--- src/stap_pkg.sv ---
// Package: constants and types for the memory test access port
package stap_pkg;

  // Serial register lengths, synchroniser depth and reset edge count
  localparam int STAP_IR_LEN = 3;
  localparam int STAP_ID_LEN = 32;
  localparam int STAP_BSR_LEN = 107;
  localparam int STAP_SYNC_STAGES = 2;
  localparam int STAP_RESET_TMS_EDGES = 5;

  // Instruction opcodes
  localparam logic [2:0] STAP_OP_EXTEST = 3'h0;
  localparam logic [2:0] STAP_OP_IDCODE = 3'h1;
  localparam logic [2:0] STAP_OP_SAMPLE_Z = 3'h2;
  localparam logic [2:0] STAP_OP_SAMPLE = 3'h4;
  localparam logic [2:0] STAP_OP_BYPASS = 3'h7;

  // Value after reset and the fixed capture pattern of the instruction path
  localparam logic [2:0] STAP_IR_RESET = STAP_OP_IDCODE;
  localparam logic [2:0] STAP_IR_CAPTURE = 3'h1;

  // Identification code fields; the values are arbitrary
  localparam logic [3:0] STAP_ID_REVISION = 4'h0;
  localparam logic [15:0] STAP_ID_PART = 16'h1234;
  localparam logic [10:0] STAP_ID_VENDOR = 11'h055;

  typedef enum logic [3:0] {
    STAP_TLR, STAP_RTI, STAP_SEL_DR, STAP_CAP_DR, STAP_SHF_DR, STAP_EX1_DR,
    STAP_PAU_DR, STAP_EX2_DR, STAP_UPD_DR, STAP_SEL_IR, STAP_CAP_IR,
    STAP_SHF_IR, STAP_EX1_IR, STAP_PAU_IR, STAP_EX2_IR, STAP_UPD_IR
  } stap_state_t;

  // Serial path selection
  typedef enum logic [1:0] {
    STAP_PATH_IR, STAP_PATH_BYP, STAP_PATH_ID, STAP_PATH_BSR
  } stap_path_t;

  // Test pins as sampled into the system clock
  typedef struct packed {
    logic tck;
    logic tms;
    logic tdi;
  } stap_pins_t;

endpackage

--- src/stap_sync.sv ---
// Two-stage synchroniser for the test pins
`timescale 1ns/10ps
module stap_sync
  import stap_pkg::*;
(
  input wire logic clk_sys,
  input wire logic rst,
  input wire stap_pins_t pins_async,
  output stap_pins_t pins_sync
);

  stap_pins_t meta_q;
  stap_pins_t sync_q;

  always_ff @(posedge clk_sys) begin
    if (rst) begin
      meta_q <= '0;
      sync_q <= '0;
    end else begin
      meta_q <= pins_async;
      sync_q <= meta_q;
    end
  end

  assign pins_sync = sync_q;

endmodule

--- src/stap_top.sv ---
// Test access port of the memory device, sampled on the system clock
`timescale 1ns/10ps
module stap_top
  import stap_pkg::*;
#(
  parameter int BSR_LEN = STAP_BSR_LEN
) (
  input wire logic clk_sys,
  input wire logic rst,
  input wire logic tck,
  input wire logic tms,
  input wire logic tdi,
  input wire logic [BSR_LEN-1:0] ring_in,
  output logic tdo,
  output logic tdo_oe_n,
  output logic [STAP_IR_LEN-1:0] instr,
  output logic tap_reset
);

  if (BSR_LEN < 1) begin : g_bad_len
    $error("BSR_LEN must be at least one");
  end

  ////////////////////////////////////////////////////////////////////////////
  // Pin synchronisation and test clock edges

  stap_pins_t pins_raw;
  stap_pins_t pins_s;
  logic tck_q;

  assign pins_raw = '{tck: tck, tms: tms, tdi: tdi};

  stap_sync u_sync (
    .clk_sys(clk_sys),
    .rst(rst),
    .pins_async(pins_raw),
    .pins_sync(pins_s)
  );

  always_ff @(posedge clk_sys) begin
    if (rst) begin
      tck_q <= 1'b0;
    end else begin
      tck_q <= pins_s.tck;
    end
  end

  // Edges are seen two system clocks late; very short test clock phases are lost
  wire tck_rise = pins_s.tck & ~tck_q;
  wire tck_fall = ~pins_s.tck & tck_q;

  ////////////////////////////////////////////////////////////////////////////
  // State machine, stepped by mode select only

  stap_state_t state_q;
  stap_state_t state_d;
  wire t = pins_s.tms;

  always_comb begin
    case (state_q)
      STAP_TLR: state_d = t ? STAP_TLR : STAP_RTI;
      STAP_RTI: state_d = t ? STAP_SEL_DR : STAP_RTI;
      STAP_SEL_DR: state_d = t ? STAP_SEL_IR : STAP_CAP_DR;
      STAP_CAP_DR: state_d = t ? STAP_EX1_DR : STAP_SHF_DR;
      STAP_SHF_DR: state_d = t ? STAP_EX1_DR : STAP_SHF_DR;
      STAP_EX1_DR: state_d = t ? STAP_UPD_DR : STAP_PAU_DR;
      STAP_PAU_DR: state_d = t ? STAP_EX2_DR : STAP_PAU_DR;
      STAP_EX2_DR: state_d = t ? STAP_UPD_DR : STAP_SHF_DR;
      STAP_UPD_DR: state_d = t ? STAP_SEL_DR : STAP_RTI;
      STAP_SEL_IR: state_d = t ? STAP_TLR : STAP_CAP_IR;
      STAP_CAP_IR: state_d = t ? STAP_EX1_IR : STAP_SHF_IR;
      STAP_SHF_IR: state_d = t ? STAP_EX1_IR : STAP_SHF_IR;
      STAP_EX1_IR: state_d = t ? STAP_UPD_IR : STAP_PAU_IR;
      STAP_PAU_IR: state_d = t ? STAP_EX2_IR : STAP_PAU_IR;
      STAP_EX2_IR: state_d = t ? STAP_UPD_IR : STAP_SHF_IR;
      STAP_UPD_IR: state_d = t ? STAP_SEL_DR : STAP_RTI;
      default: state_d = STAP_TLR;
    endcase
  end

  // System reset stands in for power-up
  always_ff @(posedge clk_sys) begin
    if (rst) begin
      state_q <= STAP_TLR;
    end else if (tck_rise) begin
      state_q <= state_d;
    end
  end

  ////////////////////////////////////////////////////////////////////////////
  // Instruction register

  logic [STAP_IR_LEN-1:0] ir_sh_q;
  logic [STAP_IR_LEN-1:0] ir_q;

  always_ff @(posedge clk_sys) begin
    if (rst) begin
      ir_sh_q <= STAP_IR_CAPTURE;
      ir_q <= STAP_IR_RESET;
    end else if (tck_rise) begin
      if (state_q == STAP_CAP_IR) begin
        ir_sh_q <= STAP_IR_CAPTURE;
      end else if (state_q == STAP_SHF_IR) begin
        ir_sh_q <= {pins_s.tdi, ir_sh_q[STAP_IR_LEN-1:1]};
      end
      // Entering or staying in reset reloads the instruction at once
      if (state_d == STAP_TLR) begin
        ir_q <= STAP_IR_RESET;
      end else if (state_q == STAP_UPD_IR) begin
        ir_q <= ir_sh_q;
      end
    end
  end

  ////////////////////////////////////////////////////////////////////////////
  // Data path decode: unknown opcodes fall back to bypass

  stap_path_t dr_path;
  wire is_bsr = (ir_q == STAP_OP_EXTEST) | (ir_q == STAP_OP_SAMPLE) |
                (ir_q == STAP_OP_SAMPLE_Z);
  wire is_id = (ir_q == STAP_OP_IDCODE);

  assign dr_path = is_bsr ? STAP_PATH_BSR : (is_id ? STAP_PATH_ID : STAP_PATH_BYP);

  wire ir_state = (state_q == STAP_CAP_IR) | (state_q == STAP_SHF_IR) |
                  (state_q == STAP_EX1_IR) | (state_q == STAP_PAU_IR) |
                  (state_q == STAP_EX2_IR) | (state_q == STAP_UPD_IR);
  stap_path_t path;
  assign path = ir_state ? STAP_PATH_IR : dr_path;

  wire cap_dr = (state_q == STAP_CAP_DR);
  wire shf_dr = (state_q == STAP_SHF_DR);

  ////////////////////////////////////////////////////////////////////////////
  // Data registers

  logic byp_q;
  logic [STAP_ID_LEN-1:0] id_q;
  logic [BSR_LEN-1:0] bsr_q;
  wire [STAP_ID_LEN-1:0] id_code = {STAP_ID_REVISION, STAP_ID_PART, STAP_ID_VENDOR, 1'b1};

  always_ff @(posedge clk_sys) begin
    if (rst) begin
      byp_q <= 1'b0;
      id_q <= '0;
    end else if (tck_rise) begin
      if (cap_dr && path == STAP_PATH_BYP) begin
        byp_q <= 1'b0;
      end else if (shf_dr && path == STAP_PATH_BYP) begin
        byp_q <= pins_s.tdi;
      end
      if (cap_dr && path == STAP_PATH_ID) begin
        id_q <= id_code;
      end else if (shf_dr && path == STAP_PATH_ID) begin
        id_q <= {pins_s.tdi, id_q[STAP_ID_LEN-1:1]};
      end
    end
  end

  // Boundary cell i holds bump ring_in[i]; cell 0 is nearest the output
  genvar gi;
  generate
    for (gi = 0; gi < BSR_LEN; gi++) begin : g_bsr
      wire next_bit;
      if (gi == BSR_LEN - 1) begin : g_last
        assign next_bit = pins_s.tdi;
      end else begin : g_mid
        assign next_bit = bsr_q[gi+1];
      end
      always_ff @(posedge clk_sys) begin
        if (rst) begin
          bsr_q[gi] <= 1'b0;
        end else if (tck_rise && path == STAP_PATH_BSR) begin
          if (cap_dr) begin
            bsr_q[gi] <= ring_in[gi];
          end else if (shf_dr) begin
            bsr_q[gi] <= next_bit;
          end
        end
      end
    end
  endgenerate

  ////////////////////////////////////////////////////////////////////////////
  // Serial output, moved on the falling test clock edge; instr and tap_reset follow on every system clock

  logic sel_bit;
  always_comb begin
    case (path)
      STAP_PATH_IR: sel_bit = ir_sh_q[0];
      STAP_PATH_ID: sel_bit = id_q[0];
      STAP_PATH_BSR: sel_bit = bsr_q[0];
      default: sel_bit = byp_q;
    endcase
  end
  wire shifting = shf_dr | (state_q == STAP_SHF_IR);

  always_ff @(posedge clk_sys) begin
    if (rst) begin
      tdo <= 1'b0;
      tdo_oe_n <= 1'b1;
      instr <= STAP_IR_RESET;
      tap_reset <= 1'b1;
    end else begin
      if (tck_fall) begin
        tdo <= shifting ? sel_bit : 1'b0;
        tdo_oe_n <= ~shifting;
      end
      instr <= ir_q;
      tap_reset <= (state_q == STAP_TLR);
    end
  end

  ////////////////////////////////////////////////////////////////////////////
  // Checks

  localparam logic [2:0] RST_EDGES = 3'(STAP_RESET_TMS_EDGES);
  logic [2:0] tms_hi_cnt;
  always_ff @(posedge clk_sys) begin
    if (rst) begin
      tms_hi_cnt <= '0;
    end else if (tck_rise) begin
      tms_hi_cnt <= pins_s.tms ? (tms_hi_cnt == RST_EDGES ? RST_EDGES : tms_hi_cnt + 3'h1) : 3'h0;
    end
  end

  five_tms_reset_a: assert property (@(posedge clk_sys) disable iff (rst)
    tms_hi_cnt == RST_EDGES |-> state_q == STAP_TLR)
    else $error("five high mode-select edges did not reset");
  state_on_rise_a: assert property (@(posedge clk_sys) disable iff (rst)
    !tck_rise |=> $stable(state_q))
    else $error("state moved without a test clock rise");
  tdo_on_fall_a: assert property (@(posedge clk_sys) disable iff (rst)
    !$past(tck_fall) |-> $stable(tdo))
    else $error("serial output moved without a falling edge");
  oe_shift_only_a: assert property (@(posedge clk_sys) disable iff (rst)
    tck_fall && !shifting |=> tdo_oe_n)
    else $error("serial output enabled outside shift");
  ir_reset_id_a: assert property (@(posedge clk_sys) disable iff (rst)
    state_q == STAP_TLR |-> ir_q == STAP_OP_IDCODE)
    else $error("identification instruction not loaded in reset state");
  ir_hold_a: assert property (@(posedge clk_sys) disable iff (rst)
    !(tck_rise && (state_q == STAP_UPD_IR || state_d == STAP_TLR)) |=> $stable(ir_q))
    else $error("instruction changed outside update");
  byp_zero_a: assert property (@(posedge clk_sys) disable iff (rst)
    tck_rise && cap_dr && path == STAP_PATH_BYP |=> !byp_q)
    else $error("bypass cell did not capture zero");
  id_capture_a: assert property (@(posedge clk_sys) disable iff (rst)
    tck_rise && cap_dr && is_id |=> id_q == id_code)
    else $error("identification code not captured");
  bsr_capture_a: assert property (@(posedge clk_sys) disable iff (rst)
    tck_rise && cap_dr && is_bsr |=> bsr_q == $past(ring_in))
    else $error("boundary register did not capture the ring");
  path_ir_a: assert property (@(posedge clk_sys) disable iff (rst)
    state_q == STAP_SHF_IR |-> path == STAP_PATH_IR)
    else $error("instruction path not selected in shift-IR");
  path_bsr_sel_a: assert property (@(posedge clk_sys) disable iff (rst)
    shf_dr && is_bsr |-> path == STAP_PATH_BSR)
    else $error("boundary path not selected for a boundary instruction");
  tdo_idle_zero_a: assert property (@(posedge clk_sys) disable iff (rst)
    tdo_oe_n |-> !tdo)
    else $error("serial output not zero while disabled");
  oe_shift_low_a: assert property (@(posedge clk_sys) disable iff (rst)
    tck_fall && shifting |=> !tdo_oe_n)
    else $error("serial output not enabled while shifting");
  tdo_value_a: assert property (@(posedge clk_sys) disable iff (rst)
    tck_fall && shifting |=> tdo == $past(sel_bit))
    else $error("serial output does not show the selected bit");
  bsr_shift_in_a: assert property (@(posedge clk_sys) disable iff (rst)
    tck_rise && shf_dr && path == STAP_PATH_BSR |=> bsr_q[BSR_LEN-1] == $past(pins_s.tdi))
    else $error("boundary register did not take the serial input");
  byp_shift_in_a: assert property (@(posedge clk_sys) disable iff (rst)
    tck_rise && shf_dr && path == STAP_PATH_BYP |=> byp_q == $past(pins_s.tdi))
    else $error("bypass cell did not take the serial input");
  id_shift_in_a: assert property (@(posedge clk_sys) disable iff (rst)
    tck_rise && shf_dr && path == STAP_PATH_ID |=> id_q[STAP_ID_LEN-1] == $past(pins_s.tdi))
    else $error("identification register did not take the serial input");
  ir_sh_hold_a: assert property (@(posedge clk_sys) disable iff (rst)
    !(tck_rise && (state_q == STAP_SHF_IR || state_q == STAP_CAP_IR)) |=> $stable(ir_sh_q))
    else $error("instruction shifter moved while not selected");
  instr_out_a: assert property (@(posedge clk_sys) disable iff (rst)
    instr == $past(ir_q))
    else $error("instruction output does not follow the held instruction");
  tap_reset_out_a: assert property (@(posedge clk_sys) disable iff (rst)
    tap_reset == $past(state_q == STAP_TLR))
    else $error("reset state flag does not follow the state");
  tlr_hold_a: assert property (@(posedge clk_sys) disable iff (rst)
    tck_rise && state_q == STAP_TLR && pins_s.tms |=> state_q == STAP_TLR)
    else $error("reset state left with mode select high");

endmodule
--- config.mk ---
export PLATFORM = sky130hd
export DESIGN_NAME = stap_top
export DESIGN_NICKNAME = d
export VERILOG_FILES = /design/src/stap_pkg.sv /design/src/stap_sync.sv /design/src/stap_top.sv
export SDC_FILE = /design/constraint.sdc
export NUM_CORES = 1
export LEC_CHECK = 0
export BUFFER_PORTS_ARGS = -buffer_cell sky130_fd_sc_hd__buf_4
export CAP_MARGIN = 20
export CORE_MARGIN = 1
export CORE_UTILIZATION = 56
export CTS_BUF_LIST = sky130_fd_sc_hd__clkbuf_16
export DETAILED_ROUTE_END_ITERATION = 6
export PLACE_DENSITY = 0.8
export SETUP_SLACK_MARGIN = 0.05
export SKIP_CTS_REPAIR_TIMING = 1
export SYNTH_ARGS = -nofsm -noshare
export SYNTH_HDL_FRONTEND = slang
export SYNTH_SLANG_ARGS = --single-unit
--- constraint.sdc ---
create_clock -name clk_sys -period 2.2 [get_ports clk_sys]
set_input_delay 0.33 -clock clk_sys [delete_from_list [all_inputs] [get_ports clk_sys]]
set_output_delay 0.33 -clock clk_sys [all_outputs]
set_load 0.01 [all_outputs]
==> flow_summary_export.csv <==
group,metric,value,unit
global_routing,grt_overflow,0,
critical_path,worst_ep_required_time,2.52,ns
pwr,p_total,6.10,mW
routing,via_count,6352,
layout,n_antenna_cell,0,
yosys,yosys_warnings,0,
routing,viasPerCell,5.62,
pwr,p_sw_frac,0.205,
yosys,seq_area_frac_synth,0.467,
critical_path,worst_ep_arrival_time,2.34,ns
flow_run,maxCapViolCount,0,
layout,most-common-layout-cells,"nand2_1 (248), dfxtp_1 (163), buf_4 (126)",
sta,min_period_over_period,0.915,
clock_network,h-tree-depth,4,
pwr,seqPwrFrac,0.486,
worst_hold_path,worst_hold_path.num_cells,2,
sta,whs,0.119,ns
global_routing,antenna_found_initial,0,
floorplanning,die_width,114,µm
pwr,power.internal,4.86,mW
sta,slew_headroom,0.669,
global_routing,grt_pass1_vias,5615,
critical_path,startpoint_type,"flip-flop",
routing,wl_per_cell,13.9,µm
layout,drive_gt1_frac,0.194,
yosys,avgSynthCellArea,7.98,µm²
routing,drc,0,
clock_network,cts_made_buffers,17,
layout,fin_area,8610,µm²
pwr,ir_drop,0.478,mV
layout,area_delta_synth_final,23.3,%
pwr,pwr-share-comb,0.048,
clock_network,path_clk_slew,0.06,ns
layout,instances_no_fill,1131,
clock_network,cts_tree,"built",
routing,drtPass1Iterations,4,
floorplanning,die_area,12900,µm²
floorplanning,rows,40,
yosys,syn_area,6980,µm²
clock_network,cts.sinks,163,
routing,initialDrtViolationCount,500,
yosys,synth.net_count,987,
place,place_area,8040,µm²
sta,rsz0062_at_grt,"false",
yosys,ys_types,42,
yosys,synth_ff_type,"dfxtp_1",
place,gp_congestion,0.810,
clock_network,cts.path.max_buffers,2,
critical_path,end_kind,"flip-flop",
worst_hold_path,hold_class,"in -> reg",
critical_path,worstPathMaxFanout,48,
pwr,clkPwrFrac,0.465,
global_routing,grt_max_degree,67,
sta,post-route-min-period,2.01,ns
sta,fmaxAchievable,497,MHz
status,status,"complete, no violations",
floorplanning,floorplan.initialDensity,0.579,
sta,finalSetupViolCount,0,
global_routing,grt_pass1_wl,26500,µm
floorplanning,coreArea,12100,µm²
sta,slew_violations,0,
yosys,synth-async-reset-ratio,0,
routing,totalWireLength,15800,µm
place,dp.cells,1100,
sta,fin_tns_setup,0,ns
sta,finalHoldViolations,0,
critical_path,worstRegToRegCells,6,
pwr,p_switching,1.25,mW
routing,antenna_left,0,
critical_path,crit_type,"reg -> reg",
layout,fin_nets,1063,
clock_network,insertion_delay,0.42,ns
yosys,synth-seq-cells,163,
layout,layout_commonest_cell,"nand2_1",
pwr,p_leak,2.79,nW
sta,worst_pin_slew,0.497,ns
floorplanning,die_y,114,µm
place,dpl.hpwl,9870,µm
yosys,syn_inst,875,
pwr,pwr_density_cell,709,nW/µm²
global_routing,grt_usage,0.254,
clock_network,clockRootBuffer,"clkbuf_16",
sta,finalClockSkew,0.00672,ns
yosys,synth_edf_count,0,
floorplanning,num_io_pins,118,
place,port_buffers,117,
routing by layer:
layer,global-route usage,vias to the layer above,wire [µm]
met3,0.0606,27,733
li1,-,3188,-
met1,0.343,2974,7270
met5,0,-,0
met2,0.394,163,7440
met4,0.0939,0,329
worst max-delay path: stages, from the launching register on:
cell	delay [ns]
dfxtp_1	0.30
or3b_1	0.47
a211oi_4	0.31
buf_12	0.25
buf_16	0.23
nor2_1	0.07
a311oi_1	0.25
cell type report:
| type | instances | area, µm² |
|---|---|---|
| sequential | 163 | 3260 |
| timing repair buffer | 139 | 1210 |
| inverter | 6 | 22.5 |
| fill | 999 | 3460 |
| multi-input combinational | 624 | 3340 |
| clock buffer | 17 | 425 |
| tap | 168 | 210 |
| clock inverter | 14 | 133 |
final timing paths:
path | start | to | slack (ns)
max | state_q[0] | g_bsr[76].next_bit | 0.19
min | tms | u_sync.meta_q[1] | 0.12
max reg2reg | state_q[0] | g_bsr[76].next_bit | 0.19
min reg2reg | u_sync.meta_q[1] | u_sync.pins_sync[1] | 0.44
registers in the layout, indices dropped and copies added (netlist names):
signal and count:
state_q 4, tck_q 1, ir_q 3, id_q 32, tdo_oe_n 1, ir_sh_q 3, byp_q 1, instr 3
tap_reset 1, u_sync.meta_q 3, u_sync.pins_sync 3, g_bsr.next_bit 106, tdo 1, bsr_q 1
synth_stat cells (9+ instances only):
cell	instances	share of area
nand3_1	28	0.020
dfxtp_1	163	0.47
buf_2	18	0.013
nor3_1	24	0.017
a311oi_2	17	0.037
a311oi_1	90	0.11
a21oi_1	33	0.024
nor2_1	124	0.067
o21ai_0	9	0.0065
clkbuf_1	53	0.028
nand2_1	248	0.13
nor2b_1	11	0.0099
cell families after synthesis:
logic type / synth area share
DFF: 0.467
buffers and inverters: 0.0591
muxes: 0.00878
and+or+nand+nor: 0.261
AOI/OAI and AO/OA: 0.201
xor gates and xnor gates: 0.00251
power by group through the flow:
stage	Clock, mW	Sequential, mW	Combinational (mW)
after detailed placement	0	3.03	0.291
after floorplan	0	3.03	0.101
final	2.84	2.97	0.295
after CTS	2.88	2.97	0.294
after global placement	0	3.03	0.291
after global routing	3.02	2.97	0.316
metrics by stage:
step	setup WS, ns	util
after CTS	0.145	0.713
after global placement	0.260	0.666
final	0.186	0.713
after detailed placement	0.164	0.666
after global routing	0.0577	0.713
after floorplan	0.296	-
(Power assumes the default switching activity.)
